**config.mk**
```make
export PLATFORM = sky130hd
export DESIGN_NAME = modem_spacing_deviation_rx_timeout
export DESIGN_NICKNAME = d
export VERILOG_FILES = /design/src/core/modem_cfg_pkg.sv /design/src/core/rx_timeout_timer.sv /design/src/core/modem_spacing_deviation_rx_timeout.sv
export SDC_FILE = /design/constraint.sdc
export NUM_CORES = 1
export LEC_CHECK = 0
export BUFFER_PORTS_ARGS = -buffer_cell sky130_fd_sc_hd__buf_2
export CORE_ASPECT_RATIO = 0.7
export CORE_MARGIN = 1
export CORE_UTILIZATION = 25
export CTS_BUF_LIST = sky130_fd_sc_hd__clkbuf_8 sky130_fd_sc_hd__clkbuf_16
export DETAILED_ROUTE_END_ITERATION = 10
export PLACE_DENSITY = 0.41
export SLEW_MARGIN = 20
export SYNTH_ARGS = -nofsm -noshare
export SYNTH_HDL_FRONTEND = slang
export SYNTH_SLANG_ARGS = --single-unit
export TNS_END_PERCENT = 1
```
**constraint.sdc**
```tcl
create_clock -name ref_clk_in -period 4.3 [get_ports ref_clk_in]
set_input_delay 0.43 -clock ref_clk_in [delete_from_list [all_inputs] [get_ports ref_clk_in]]
set_output_delay 0.43 -clock ref_clk_in [all_outputs]
set_load 0.02 [all_outputs]
```
**src/core/modem_cfg_pkg.sv**
```systemverilog
// constants shared by the modem configuration block and its timeout timer
// assumes a 32-bit AXI4-Lite bus, one aligned word per register
package modem_cfg_pkg;
	// ==========================================================
	// register indices (byte address is four times the index)
	localparam logic [7:0] IDX_SPACING_MANTISSA = 8'h14;
	localparam logic [7:0] IDX_MODULATION_DEVIATION = 8'h15;
	localparam logic [7:0] IDX_RX_TIMEOUT_CONTROL = 8'h16;
	localparam logic [7:0] IDX_SPACING_EXPONENT = 8'h00;
	localparam logic [7:0] IDX_CHANNEL_NUMBER = 8'h01;
	localparam logic [7:0] IDX_BASE_FREQUENCY = 8'h02;
	localparam logic [7:0] IDX_MODEM_MODE = 8'h03;
	localparam logic [7:0] IDX_SPACING_STATUS = 8'h04;
	localparam logic [7:0] IDX_FREQUENCY_STATUS = 8'h05;
	localparam logic [7:0] IDX_DEVIATION_STATUS = 8'h06;
	localparam logic [7:0] IDX_TIMER_STATUS = 8'h07;
	// ==========================================================
	// reset values
	localparam logic [7:0] RST_SPACING_MANTISSA = 8'hF8;
	localparam logic [7:0] RST_MODULATION_DEVIATION = 8'h47;
	localparam logic [7:0] RST_RX_TIMEOUT_CONTROL = 8'h07;
	localparam logic [1:0] RST_SPACING_EXPONENT = 2'h2;
	localparam logic [7:0] RST_CHANNEL_NUMBER = 8'h00;
	localparam logic [23:0] RST_BASE_FREQUENCY = 24'h000000;
	localparam logic [2:0] RST_MODEM_MODE = 3'h0;
	// ==========================================================
	// field layout and masks (reserved bits read zero)
	localparam logic [7:0] MASK_DEVIATION = 8'h77;
	localparam logic [7:0] MASK_RX_TIMEOUT = 8'h1F;
	localparam int DEV_EXP_LSB = 4;
	localparam int TO_RSSI_BIT = 4;
	localparam int TO_QUAL_BIT = 3;
	localparam logic [9:0] SPACING_OFFSET = 10'h100;
	localparam logic [3:0] DEVIATION_OFFSET = 4'h8;
	localparam logic [2:0] RX_TIME_NONE = 3'h7;
	// ==========================================================
	// timeout coefficients in units of 0.0001 ms at a 26 MHz reference
	localparam longint COEF_RES0 = 36058;
	localparam longint COEF_RES1 = 180288;
	localparam longint COEF_RES2 = 324519;
	localparam longint COEF_RES3 = 468750;
	localparam int CLK_MHZ = 10;
	// C*26/X ms at X MHz is C*26/10 cycles; rounded down (shortest time)
	localparam int CYC_RES0 = int'(COEF_RES0 * 26 / 10);
	localparam int CYC_RES1 = int'(COEF_RES1 * 26 / 10);
	localparam int CYC_RES2 = int'(COEF_RES2 * 26 / 10);
	localparam int CYC_RES3 = int'(COEF_RES3 * 26 / 10);
	localparam int TIMER_W = 21;
	// ==========================================================
	// axi responses
	localparam logic [1:0] RESP_OKAY = 2'h0;
	localparam logic [1:0] RESP_SLVERR = 2'h2;
	typedef enum logic [2:0] {
		TMR_IDLE = 3'b001,
		TMR_COUNT = 3'b010,
		TMR_DONE = 3'b100
	} timer_state_type;
endpackage

```
**src/core/rx_timeout_timer.sv**
```systemverilog
// receive timeout timer with sync and preamble qualifiers
// assumes all inputs synchronous to ref_clk_in
`timescale 1ns/1ps
module rx_timeout_timer #(
	parameter int RES0_CYCLES = modem_cfg_pkg::CYC_RES0,
	parameter int RES1_CYCLES = modem_cfg_pkg::CYC_RES1,
	parameter int RES2_CYCLES = modem_cfg_pkg::CYC_RES2,
	parameter int RES3_CYCLES = modem_cfg_pkg::CYC_RES3
) (
	input wire logic ref_clk_in, // reference clock
	input wire logic rst_in, // async reset, high
	input wire logic rx_active_in, // radio in receive
	input wire logic [2:0] rx_time_in, // timeout step
	input wire logic [1:0] wake_poll_resolution_in, // resolution select
	input wire logic qual_in, // quality qualifier bit
	input wire logic rssi_end_in, // end on no carrier
	input wire logic sync_found_in, // sync word seen
	input wire logic preamble_quality_flag_in, // preamble quality reached
	input wire logic carrier_sense_in, // rssi above threshold
	output logic rx_end_out, // one-cycle end request
	output logic running_out, // timer counting
	output logic expired_kept_out // last expiry kept rx
);
	modem_cfg_pkg::timer_state_type state_reg, state_next;
	logic [modem_cfg_pkg::TIMER_W-1:0] count_reg, count_next;
	logic end_reg, end_next;
	logic kept_reg, kept_next;

	// base period per resolution, halved for each step
	function automatic logic [modem_cfg_pkg::TIMER_W-1:0] load_value(
		input logic [1:0] res, input logic [2:0] t);
		logic [modem_cfg_pkg::TIMER_W-1:0] base;
		base = modem_cfg_pkg::TIMER_W'(RES0_CYCLES);
		if (res == 2'h1) base = modem_cfg_pkg::TIMER_W'(RES1_CYCLES);
		else if (res == 2'h2) base = modem_cfg_pkg::TIMER_W'(RES2_CYCLES);
		else if (res == 2'h3) base = modem_cfg_pkg::TIMER_W'(RES3_CYCLES);
		load_value = (base >> t) - modem_cfg_pkg::TIMER_W'(1);
	endfunction

	// ==========================================================
	// next state
	always_comb begin
		state_next = state_reg;
		count_next = count_reg;
		end_next = 1'b0;
		kept_next = kept_reg;
		case (state_reg)
			modem_cfg_pkg::TMR_IDLE: begin
				if (rx_active_in && rssi_end_in && !carrier_sense_in) begin
					end_next = 1'b1;
					state_next = modem_cfg_pkg::TMR_DONE;
				end else if (rx_active_in && rx_time_in != modem_cfg_pkg::RX_TIME_NONE) begin
					count_next = load_value(wake_poll_resolution_in, rx_time_in);
					state_next = modem_cfg_pkg::TMR_COUNT;
				end
			end
			modem_cfg_pkg::TMR_COUNT: begin
				if (!rx_active_in) begin
					state_next = modem_cfg_pkg::TMR_IDLE;
				end else if (rssi_end_in && !carrier_sense_in) begin
					end_next = 1'b1;
					state_next = modem_cfg_pkg::TMR_DONE;
				end else if (count_reg == '0) begin
					// sync always keeps rx; preamble quality only with qualifier set
					kept_next = sync_found_in || (qual_in && preamble_quality_flag_in);
					end_next = !kept_next;
					state_next = modem_cfg_pkg::TMR_DONE;
				end else begin
					count_next = count_reg - modem_cfg_pkg::TIMER_W'(1);
				end
			end
			modem_cfg_pkg::TMR_DONE: begin
				// wait for receive to end so one session times out once
				if (!rx_active_in) state_next = modem_cfg_pkg::TMR_IDLE;
			end
			default: state_next = modem_cfg_pkg::TMR_IDLE;
		endcase
	end

	// registers
	always_ff @(posedge ref_clk_in or posedge rst_in) begin
		if (rst_in) begin
			state_reg <= modem_cfg_pkg::TMR_IDLE;
			count_reg <= '0;
			end_reg <= 1'b0;
			kept_reg <= 1'b0;
		end else begin
			state_reg <= state_next;
			count_reg <= count_next;
			end_reg <= end_next;
			kept_reg <= kept_next;
		end
	end

	assign rx_end_out = end_reg;
	assign running_out = (state_reg == modem_cfg_pkg::TMR_COUNT);
	assign expired_kept_out = kept_reg;
endmodule

```
**src/core/modem_spacing_deviation_rx_timeout.sv**
```systemverilog
// modem channel spacing, deviation and receive timeout registers
// assumes an AXI4-Lite master on ref_clk_in and radio status inputs in that domain
`timescale 1ns/1ps
module modem_spacing_deviation_rx_timeout #(
	parameter int RES0_CYCLES = modem_cfg_pkg::CYC_RES0,
	parameter int RES1_CYCLES = modem_cfg_pkg::CYC_RES1,
	parameter int RES2_CYCLES = modem_cfg_pkg::CYC_RES2,
	parameter int RES3_CYCLES = modem_cfg_pkg::CYC_RES3
) (
	input wire logic ref_clk_in, // 10 MHz reference
	input wire logic rst_in, // async reset, high
	input wire logic [9:0] s_axi_awaddr, // write address
	input wire logic s_axi_awvalid, // write address valid
	output logic s_axi_awready, // write address ready
	input wire logic [31:0] s_axi_wdata, // write data
	input wire logic [3:0] s_axi_wstrb, // byte enables
	input wire logic s_axi_wvalid, // write data valid
	output logic s_axi_wready, // write data ready
	output logic [1:0] s_axi_bresp, // write response
	output logic s_axi_bvalid, // write response valid
	input wire logic s_axi_bready, // write response ready
	input wire logic [9:0] s_axi_araddr, // read address
	input wire logic s_axi_arvalid, // read address valid
	output logic s_axi_arready, // read address ready
	output logic [31:0] s_axi_rdata, // read data
	output logic [1:0] s_axi_rresp, // read response
	output logic s_axi_rvalid, // read data valid
	input wire logic s_axi_rready, // read data ready
	input wire logic rx_active_in, // radio in receive
	input wire logic sync_found_in, // sync word found
	input wire logic preamble_quality_flag_in, // preamble quality reached
	input wire logic carrier_sense_in, // rssi above threshold
	output logic [11:0] spacing_out, // spacing, fxosc/2^18 units
	output logic [23:0] frequency_out, // operating frequency word
	output logic [10:0] deviation_out, // deviation, fxosc/2^17 units
	output logic msk_mode_out, // msk selected
	output logic [2:0] msk_phase_fraction_out, // phase change fraction
	output logic rx_end_out // one-cycle end of receive
);
	// ==========================================================
	// register state
	logic [7:0] mant_reg, mant_next;
	logic [7:0] dev_reg, dev_next;
	logic [7:0] tmo_reg, tmo_next;
	logic [1:0] exp_reg, exp_next;
	logic [7:0] channel_number_reg, channel_number_next;
	logic [23:0] base_reg, base_next;
	logic [2:0] mode_reg, mode_next; // [2:1] wake_poll_resolution, [0] msk
	logic bvalid_reg, bvalid_next;
	logic [1:0] bresp_reg, bresp_next;
	logic rvalid_reg, rvalid_next;
	logic [1:0] rresp_reg, rresp_next;
	logic [31:0] rdata_reg, rdata_next;
	logic [11:0] spc_reg, spc_next;
	logic [23:0] freq_reg, freq_next;
	logic [10:0] devo_reg, devo_next;
	logic wr_take, rd_take, timer_running, timer_kept;
	logic [7:0] wr_idx, rd_idx;

	// word index from byte address; misaligned bits ignored
	function automatic logic [7:0] word_index(input logic [9:0] addr);
		word_index = addr[9:2];
	endfunction

	// merge one byte lane under its strobe
	function automatic logic [7:0] lane(input logic [7:0] old_v, input logic [7:0] new_v,
		input logic strb);
		lane = strb ? new_v : old_v;
	endfunction

	// ==========================================================
	// handshakes: address and data taken together, one write outstanding
	assign wr_take = s_axi_awvalid && s_axi_wvalid && !bvalid_reg;
	assign s_axi_awready = wr_take;
	assign s_axi_wready = wr_take;
	assign rd_take = s_axi_arvalid && !rvalid_reg;
	assign s_axi_arready = rd_take;
	assign wr_idx = word_index(s_axi_awaddr);
	assign rd_idx = word_index(s_axi_araddr);

	// ==========================================================
	// register writes and write response
	always_comb begin
		mant_next = mant_reg;
		dev_next = dev_reg;
		tmo_next = tmo_reg;
		exp_next = exp_reg;
		channel_number_next = channel_number_reg;
		base_next = base_reg;
		mode_next = mode_reg;
		bvalid_next = bvalid_reg && !s_axi_bready;
		bresp_next = bresp_reg;
		if (wr_take) begin
			bvalid_next = 1'b1;
			bresp_next = modem_cfg_pkg::RESP_OKAY;
			if (wr_idx == modem_cfg_pkg::IDX_SPACING_MANTISSA) begin
				mant_next = lane(mant_reg, s_axi_wdata[7:0], s_axi_wstrb[0]);
			end else if (wr_idx == modem_cfg_pkg::IDX_MODULATION_DEVIATION) begin
				dev_next = lane(dev_reg, s_axi_wdata[7:0], s_axi_wstrb[0])
					& modem_cfg_pkg::MASK_DEVIATION;
			end else if (wr_idx == modem_cfg_pkg::IDX_RX_TIMEOUT_CONTROL) begin
				tmo_next = lane(tmo_reg, s_axi_wdata[7:0], s_axi_wstrb[0])
					& modem_cfg_pkg::MASK_RX_TIMEOUT;
			end else if (wr_idx == modem_cfg_pkg::IDX_SPACING_EXPONENT) begin
				if (s_axi_wstrb[0]) exp_next = s_axi_wdata[1:0];
			end else if (wr_idx == modem_cfg_pkg::IDX_CHANNEL_NUMBER) begin
				channel_number_next = lane(channel_number_reg, s_axi_wdata[7:0], s_axi_wstrb[0]);
			end else if (wr_idx == modem_cfg_pkg::IDX_BASE_FREQUENCY) begin
				base_next[7:0] = lane(base_reg[7:0], s_axi_wdata[7:0], s_axi_wstrb[0]);
				base_next[15:8] = lane(base_reg[15:8], s_axi_wdata[15:8], s_axi_wstrb[1]);
				base_next[23:16] = lane(base_reg[23:16], s_axi_wdata[23:16], s_axi_wstrb[2]);
			end else if (wr_idx == modem_cfg_pkg::IDX_MODEM_MODE) begin
				// resolution above 1 is legal but gives a tiny polling duty cycle
				if (s_axi_wstrb[0]) mode_next = s_axi_wdata[2:0];
			end else if (wr_idx == modem_cfg_pkg::IDX_SPACING_STATUS ||
				wr_idx == modem_cfg_pkg::IDX_FREQUENCY_STATUS ||
				wr_idx == modem_cfg_pkg::IDX_DEVIATION_STATUS ||
				wr_idx == modem_cfg_pkg::IDX_TIMER_STATUS) begin
				bresp_next = modem_cfg_pkg::RESP_OKAY; // read-only, write ignored
			end else begin
				bresp_next = modem_cfg_pkg::RESP_SLVERR;
			end
		end
	end

	// ==========================================================
	// read path, one read outstanding
	always_comb begin
		rvalid_next = rvalid_reg && !s_axi_rready;
		rresp_next = rresp_reg;
		rdata_next = rdata_reg;
		if (rd_take) begin
			rvalid_next = 1'b1;
			rresp_next = modem_cfg_pkg::RESP_OKAY;
			rdata_next = 32'h00000000;
			if (rd_idx == modem_cfg_pkg::IDX_SPACING_MANTISSA) begin
				rdata_next[7:0] = mant_reg;
			end else if (rd_idx == modem_cfg_pkg::IDX_MODULATION_DEVIATION) begin
				rdata_next[7:0] = dev_reg & modem_cfg_pkg::MASK_DEVIATION;
			end else if (rd_idx == modem_cfg_pkg::IDX_RX_TIMEOUT_CONTROL) begin
				rdata_next[7:0] = tmo_reg & modem_cfg_pkg::MASK_RX_TIMEOUT;
			end else if (rd_idx == modem_cfg_pkg::IDX_SPACING_EXPONENT) begin
				rdata_next[1:0] = exp_reg;
			end else if (rd_idx == modem_cfg_pkg::IDX_CHANNEL_NUMBER) begin
				rdata_next[7:0] = channel_number_reg;
			end else if (rd_idx == modem_cfg_pkg::IDX_BASE_FREQUENCY) begin
				rdata_next[23:0] = base_reg;
			end else if (rd_idx == modem_cfg_pkg::IDX_MODEM_MODE) begin
				rdata_next[2:0] = mode_reg;
			end else if (rd_idx == modem_cfg_pkg::IDX_SPACING_STATUS) begin
				rdata_next[11:0] = spc_reg;
			end else if (rd_idx == modem_cfg_pkg::IDX_FREQUENCY_STATUS) begin
				rdata_next[23:0] = freq_reg;
			end else if (rd_idx == modem_cfg_pkg::IDX_DEVIATION_STATUS) begin
				rdata_next[10:0] = devo_reg;
			end else if (rd_idx == modem_cfg_pkg::IDX_TIMER_STATUS) begin
				rdata_next[1:0] = {timer_kept, timer_running};
			end else begin
				rresp_next = modem_cfg_pkg::RESP_SLVERR;
			end
		end
	end

	// ==========================================================
	// derived frequencies, registered so outputs lag config by one cycle, frequency_out by two after a spacing change
	always_comb begin
		// operands widened first so the shift and the product keep their top bits
		spc_next = ({2'h0, modem_cfg_pkg::SPACING_OFFSET} + {4'h0, mant_reg}) << exp_reg;
		// frequency word wraps at 24 bits, as the synthesizer word does
		freq_next = base_reg + ({16'h0000, channel_number_reg} * {12'h000, spc_reg});
		if (mode_reg[0]) begin
			devo_next = 11'h000;
		end else begin
			devo_next = ({7'h00, modem_cfg_pkg::DEVIATION_OFFSET} + {8'h00, dev_reg[2:0]})
				<< dev_reg[modem_cfg_pkg::DEV_EXP_LSB +: 3];
		end
	end

	// all registers
	always_ff @(posedge ref_clk_in or posedge rst_in) begin
		if (rst_in) begin
			mant_reg <= modem_cfg_pkg::RST_SPACING_MANTISSA;
			dev_reg <= modem_cfg_pkg::RST_MODULATION_DEVIATION;
			tmo_reg <= modem_cfg_pkg::RST_RX_TIMEOUT_CONTROL;
			exp_reg <= modem_cfg_pkg::RST_SPACING_EXPONENT;
			channel_number_reg <= modem_cfg_pkg::RST_CHANNEL_NUMBER;
			base_reg <= modem_cfg_pkg::RST_BASE_FREQUENCY;
			mode_reg <= modem_cfg_pkg::RST_MODEM_MODE;
			bvalid_reg <= 1'b0;
			bresp_reg <= modem_cfg_pkg::RESP_OKAY;
			rvalid_reg <= 1'b0;
			rresp_reg <= modem_cfg_pkg::RESP_OKAY;
			rdata_reg <= 32'h00000000;
			spc_reg <= 12'h000;
			freq_reg <= 24'h000000;
			devo_reg <= 11'h000;
		end else begin
			mant_reg <= mant_next;
			dev_reg <= dev_next;
			tmo_reg <= tmo_next;
			exp_reg <= exp_next;
			channel_number_reg <= channel_number_next;
			base_reg <= base_next;
			mode_reg <= mode_next;
			bvalid_reg <= bvalid_next;
			bresp_reg <= bresp_next;
			rvalid_reg <= rvalid_next;
			rresp_reg <= rresp_next;
			rdata_reg <= rdata_next;
			spc_reg <= spc_next;
			freq_reg <= freq_next;
			devo_reg <= devo_next;
		end
	end

	// ==========================================================
	// receive timeout timer
	rx_timeout_timer #(
		.RES0_CYCLES(RES0_CYCLES),
		.RES1_CYCLES(RES1_CYCLES),
		.RES2_CYCLES(RES2_CYCLES),
		.RES3_CYCLES(RES3_CYCLES)
	) u_timer (
		.ref_clk_in(ref_clk_in),
		.rst_in(rst_in),
		.rx_active_in(rx_active_in),
		.rx_time_in(tmo_reg[2:0]),
		.wake_poll_resolution_in(mode_reg[2:1]),
		.qual_in(tmo_reg[modem_cfg_pkg::TO_QUAL_BIT]),
		.rssi_end_in(tmo_reg[modem_cfg_pkg::TO_RSSI_BIT]),
		.sync_found_in(sync_found_in),
		.preamble_quality_flag_in(preamble_quality_flag_in),
		.carrier_sense_in(carrier_sense_in),
		.rx_end_out(rx_end_out),
		.running_out(timer_running),
		.expired_kept_out(timer_kept)
	);

	// ==========================================================
	// outputs
	assign s_axi_bvalid = bvalid_reg;
	assign s_axi_bresp = bresp_reg;
	assign s_axi_rvalid = rvalid_reg;
	assign s_axi_rresp = rresp_reg;
	assign s_axi_rdata = rdata_reg;
	assign spacing_out = spc_reg;
	assign frequency_out = freq_reg;
	assign deviation_out = devo_reg;
	assign msk_mode_out = mode_reg[0];
	assign msk_phase_fraction_out = dev_reg[2:0];
endmodule

```
==> results_dict.tcl, run 1 <==
set metrics [dict create \
    clock-root-buffer "clkbuf_16" \
    violations "negative setup slack" \
    synth_ff_type "dfrtp_1" \
    h-tree-depth 4 \
    setup_viol 11 \
    final_nets 1675 \
    p_int_mw 2.65 \
    vias 9921 \
    synth_fa_ha_area_frac 0.185 \
    skew_ps 13.5 \
    synth_cell_types 82 \
    setup_ws_ps -371 \
    grtUsageMet2 0.236 \
    multi_input_area_um2 7300 \
    antenna_found_initial 2 \
    clk_pin_slew_ps 80 \
    syn_area_um2 11900 \
    synth-edff-count 0 \
    fin_tns_setup_ps -2410 \
    peakVddDrop_uv 288 \
    yosys_register_bits 157 \
    path_class "flop to flop" \
    crit-reg2reg-capture "frequency_out[17]" \
    holdWs_ps 22.3 \
    p_clk_frac 0.382 \
    r2r_start "channel_number_reg[1]" \
    async_flop_share 1.00 \
    final_util 0.319 \
    insertion_delay_ps 470 \
    placed_area_um2 14000 \
    numCtsBuffers 17 \
    numPortBuffers 136 \
    core_area_um2 46700 \
    drv_slew 0 \
    gr-total-overflow 0 \
    final_cell_mix "151 x nand2_1, 136 x buf_2, 131 x dfrtp_1, 130 x buf_4, 121 x inv_1" \
    p_comb_frac 0.199 \
    finalWeightedCongestion 0.829 \
    power_mw 4.05 \
    synth_cells 1260 \
    pre_cts_ws_ps -697 \
    synth.area.mux_share 0.0838 \
    grt_max_degree 41 \
    avgRoutedWirePerCell_um 19.9 \
    firstDrtPassIters 6 \
    fp-row-count 66 \
    start_util 0.255 \
    power_leakage_nw 7.08 \
    die_area_um2 48500 \
    synth_seq_area_share 0.331 \
    synth_top_area_cell "dfrtp_1" \
    slowest_stage "fa_1" \
    final_common_cell "nand2_1" \
    regToRegSetupSlack_ps -370 \
    die_x_um 263 \
    status "finished, violations left" \
    critPathLaunchType "flop" \
    cap_violations 0 \
    cp_slowest_stage_delay_ps 550 \
    fin_crit_sh 1.09 \
    hold_viol 0 \
    timing.final.crit_period_ps 4670 \
    critPathCaptureType "flop" \
    synth_top_family_by_area "adder cells" \
    final_area_um2 14900 \
    switching_share 0.346 \
    grt_pass1_wl_mm 64.0 \
    cts.path.max_buffers 2 \
    drtAntennaViolNets 0 \
    seq_area_um2 3960 \
    grt_use_total 0.178 \
    routed_wl_mm 41.9 \
    io_pins 160 \
    cp_max_fo 6 \
    grt_pass1_vias 10000 \
    post-place-cells 2058 \
    hp-class "input pin to asynchronous set/reset pin" \
    yosys_warnings 0 \
    synth-compound-area-share 0.145 \
    dp_hpwl_mm 32.9 \
    max_freq_mhz 214 \
    rsz0062_at_grt "yes" \
    crit_path_frequent_cell "fa_1" \
    worstPathArrival_ps 5060 \
    instances_no_fill 2105 \
    drive_above_1_share 0.307 \
    required_ps 4690 \
    worst_pin_slew_ps 866 \
    numClockSinks 157 \
    ys_top_cells_by_area "dfrtp_1 30%, fa_1 13%, mux2_2 5.6%" \
    ctsHoldBuffers 0 \
    p_switching_mw 1.40 \
    rr_worst_depth 20 \
    yosys.area_share.simple 0.159 \
    initialDrtViolationCount 811 \
    grt_busiest_layer "met1" \
    post_synth_xor_area_fraction 0.0213 \
    yosysTopAreaCellShare 0.301 \
    gr-usage-met1 0.286 \
    crit_chain "buf_4 > and2_1 > fa_1 > inv_1 > fa_1 > fa_1 > fa_1 > inv_2 > ha_4 > buf_4 > buf_4 > nor2_1 > a21oi_2 > a41oi_2 > buf_6 > nor2b_2 > o211ai_1 > nand3b_1 > a21oi_2 > xnor2_2" \
    syn2layout_area_growth_pct 25.1 \
    postSynthAreaPerCell_um2 9.45 \
    met3_usage 0.0302 \
    power_density_nw_per_um2 272 \
    p_seq_frac 0.419 \
    drc_errors 0 \
    n_fill_cell 4916 \
    via_per_inst 4.71 \
    dieHeight_um 185 \
    cts_tree "yes" \
    slew_headroom 0.423 \
]
## power groups by stage
stage / logic, mW / registers (mW) / clock network [mW]
after global placement: 0.797 / 1.73 / 0
after floorplan: 0.557 / 1.69 / 0
final: 0.806 / 1.70 / 1.55
after detailed placement: 0.802 / 1.72 / 0
after global routing: 0.899 / 1.72 / 1.64
after CTS: 0.809 / 1.70 / 1.60
## worst max-delay path by stage
stage | start | to | slack (ps) | depth (start not counted)
2_1_floorplan | spacing_out[3] | frequency_out[23] | -270 | 17
3_3_place_gp | channel_number_reg[0] | frequency_out[17] | -700 | 18
3_5_place_dp | channel_number_reg[0] | frequency_out[23] | -700 | 18
4_1_cts | channel_number_reg[0] | frequency_out[17] | -370 | 21
5_1_grt | channel_number_reg[1] | frequency_out[17] | -600 | 19
6_report | channel_number_reg[1] | frequency_out[17] | -370 | 20
## logic make-up after synthesis
kind of cell	after synthesis
mux	86
fa+ha+maj	129
flops	157
xor+xnor	29
buf+inv	213
simple gates	385
compound gates	260
other cells	1
## cell type report
class / instances / area share
antenna: 1 / 0.000168
clock buffer: 17 / 0.0286
clock inverter: 15 / 0.00983
inverter: 128 / 0.0325
multi-input combinational: 899 / 0.490
sequential: 157 / 0.266
tap: 612 / 0.0514
timing repair buffer: 276 / 0.121
## critical path: cells and delay by family, from the launching register on
kind	cells	cell delay [ps]
buffers and inverters	6	690
XOR/XNOR	1	130
AND/OR/NAND/NOR	4	440
flip-flops	1	470
adder cells (fa/ha/maj)	5	2200
AO/OA/AOI/OAI	4	670
## repair_timing
action / CTS / global route
setup buffers: 11 / 3
setup endpoints to repair: 13 / 13
pin swaps: 25 / 22
resized for setup: 52 / 19
## cells in the mapped netlist (all sizes together) (14+ instances only)
cell and n:
nand3 20, a21o 14, buf 31, a22oi 25, clkbuf 54, nor3 19, nand2b 22, nand2 155
inv 127, ha 51, mux2i 22, nor2 60, dfrtp 143, o21ai 82, a21oi 45, and2 44
xnor2 26, fa 78, mux2 60, dfstp 14
## layer usage
layer / up-vias / share of wire / wire [µm]
met5: - / 0 / 0
li1: 4715 / - / -
met3: 24 / 0.044 / 1830
met1: 4947 / 0.56 / 23400
met2: 235 / 0.39 / 16200
met4: 0 / 0.013 / 535
Note: power is estimated with default switching activity, not from simulation.
==> run 2: changes to the inputs <==
==> constraint.sdc (replaced) <==
create_clock -name ref_clk_in -period 4.3 [get_ports ref_clk_in]
set_input_delay 0.86 -clock ref_clk_in [delete_from_list [all_inputs] [get_ports ref_clk_in]]
set_output_delay 0.86 -clock ref_clk_in [all_outputs]
set_load 0.02 [all_outputs]
==> run 2 against run 1 <==
Effect of this change: the flow still finishes with violations (negative setup slack); core utilization is 0.18 points higher; sequential share of layout area is 0.15 points lower; first-iteration DRC count is 3.2% higher; worst setup slack better by 20 ps; sequential power hardly changed; die area stayed put; worst hold slack better by 400 ps; register-to-register slack better by 20 ps; power is 0.52% higher; highest routed layer unchanged.
==> results_dict.tcl, run 2 (synthesized netlist as in run 1, its figures left out) <==
set metrics [dict create \
    numClockSinks 157 \
    slowest_stage "fa_1" \
    status "finished, violations left" \
    timing.final.crit_period_ps 4650 \
    cap_violations 0 \
    power_leakage_nw 7.14 \
    hold_viol 0 \
    grt_use_total 0.172 \
    required_ps 4680 \
    final_common_cell "nand2_1" \
    setup_ws_ps -351 \
    clock-root-buffer "clkbuf_16" \
    peakVddDrop_uv 279 \
    slew_headroom 0.380 \
    wl_met3_mm 2.15 \
    core_area_um2 46700 \
    final_area_um2 15000 \
    drtAntennaViolNets 0 \
    firstDrtPassIters 5 \
    dieHeight_um 185 \
    start_util 0.255 \
    path_class "flop to flop" \
    skew_ps 10.4 \
    die_area_um2 48500 \
    violations "negative setup slack" \
    cts_tree "yes" \
    n_fill_cell 4922 \
    insertion_delay_ps 460 \
    crit_path_frequent_cell "fa_1" \
    drive_above_1_share 0.307 \
    fin_crit_sh 1.08 \
    syn2layout_area_growth_pct 25.8 \
    finalWeightedCongestion 0.820 \
    clk_pin_slew_ps 80 \
    max_freq_mhz 215 \
    io_pins 160 \
    worst_pin_slew_ps 927 \
    initialDrtViolationCount 837 \
    numPortBuffers 136 \
    hp-class "input pin to asynchronous set/reset pin" \
    setup_viol 10 \
    antenna_found_initial 2 \
    critPathLaunchType "flop" \
    wirelength_met1_mm 22.6 \
    die_x_um 263 \
    final_cell_mix "154 x nand2_1, 136 x buf_2, 135 x buf_4, 130 x dfrtp_1, 121 x inv_1" \
    critPathCaptureType "flop" \
    grt_pass1_vias 9749 \
    crit_chain "buf_4 > and2_1 > fa_1 > fa_1 > fa_1 > inv_1 > fa_1 > inv_1 > ha_1 > a21o_1 > a21oi_1 > o21ai_1 > nand3_2 > o211ai_1 > o41ai_2 > xnor2_1" \
    fin_tns_setup_ps -2080 \
    cts.path.max_buffers 2 \
    cp_slowest_stage_delay_ps 550 \
    cp_max_fo 5 \
    numCtsBuffers 17 \
    worstPathArrival_ps 5030 \
    via_per_inst 4.71 \
    dp_hpwl_mm 32.1 \
    wl_met2_mm 15.7 \
    gr-total-overflow 0 \
    h-tree-depth 4 \
    placed_area_um2 14000 \
    final_nets 1680 \
    multi_input_area_um2 7310 \
    ctsHoldBuffers 0 \
    seq_area_um2 3960 \
    grt_pass1_wl_mm 61.9 \
    drv_slew 0 \
    vias 9940 \
    routed_wl_mm 40.8 \
    top_layer_used "met4" \
    num_antenna_cells 0 \
    drc_errors 0 \
    fp-row-count 66 \
    rsz0062_at_grt "yes" \
    grt_max_degree 115 \
    avgRoutedWirePerCell_um 19.3 \
    power_density_nw_per_um2 272 \
]
-- run 2: stage by stage --
step | power [mW] | worst slack [ps] | cells | hold slack, ps | util
3_3_place_gp | 2.51 | -836 | 2061 | 460 | 0.300
6_report | 4.07 | -351 | 2109 | 423 | 0.320
2_1_floorplan | 2.25 | -347 | 1269 | 444 | -
5_1_grt | 4.29 | -566 | 2109 | 451 | 0.320
4_1_cts | 4.12 | -417 | 2109 | 422 | 0.319
3_5_place_dp | 2.52 | -800 | 2061 | 467 | 0.300
-- run 2: critical path, delay by kind of cell (launching register included) --
family          cells  cell delay (ps)
fa+ha+maj           5             2360
compound gates      5             1040
flops               1              450
simple gates        2              310
buf+inv             3              270
xor+xnor            1              160
-- run 2: area by class of cell --
class,instances,share of cell area
Timing Repair Buffer,281,0.125
Multi-Input combinational cell,899,0.488
Clock inverter,15,0.0108
Sequential cell,157,0.265
Clock buffer,17,0.0284
Tap cell,612,0.0511
Inverter,128,0.0326
-- run 2: timing repair --
item	in CTS	in global routing
setup endpoints to repair	13	14
pin swaps	30	10
gates cloned	0	0
gates resized for setup	51	16
setup buffers	16	0
-- run 2: path summary, 6_finish.rpt --
path / start / end / slack [ps] / depth (start not counted)
worst min-delay path: rst_in / u_timer.count_reg[1] / 420 / 2
min in group ref_clk_in: s_axi_rdata[9] / s_axi_rdata[9] / 480 / 1
max in group asynchronous: rst_in / channel_number_reg[1] / 2880 / 3
worst max-delay path: spacing_out[6] / frequency_out[22] / -350 / 16
worst max register to register: spacing_out[6] / frequency_out[22] / -350 / 16
worst min register to register: s_axi_rdata[9] / s_axi_rdata[9] / 480 / 1
-- run 2: power by group --
part,internal (mW),switching (mW)
Clock,0.784,0.787
Combinational,0.294,0.509
Sequential,1.58,0.115
-- run 2: per-layer routing --
layer  GRT usage  vias to the layer above
met5           0                        -
met4      0.0349                        0
met3      0.0334                       22
met2       0.227                      256
met1       0.279                     4923
li1            -                     4739
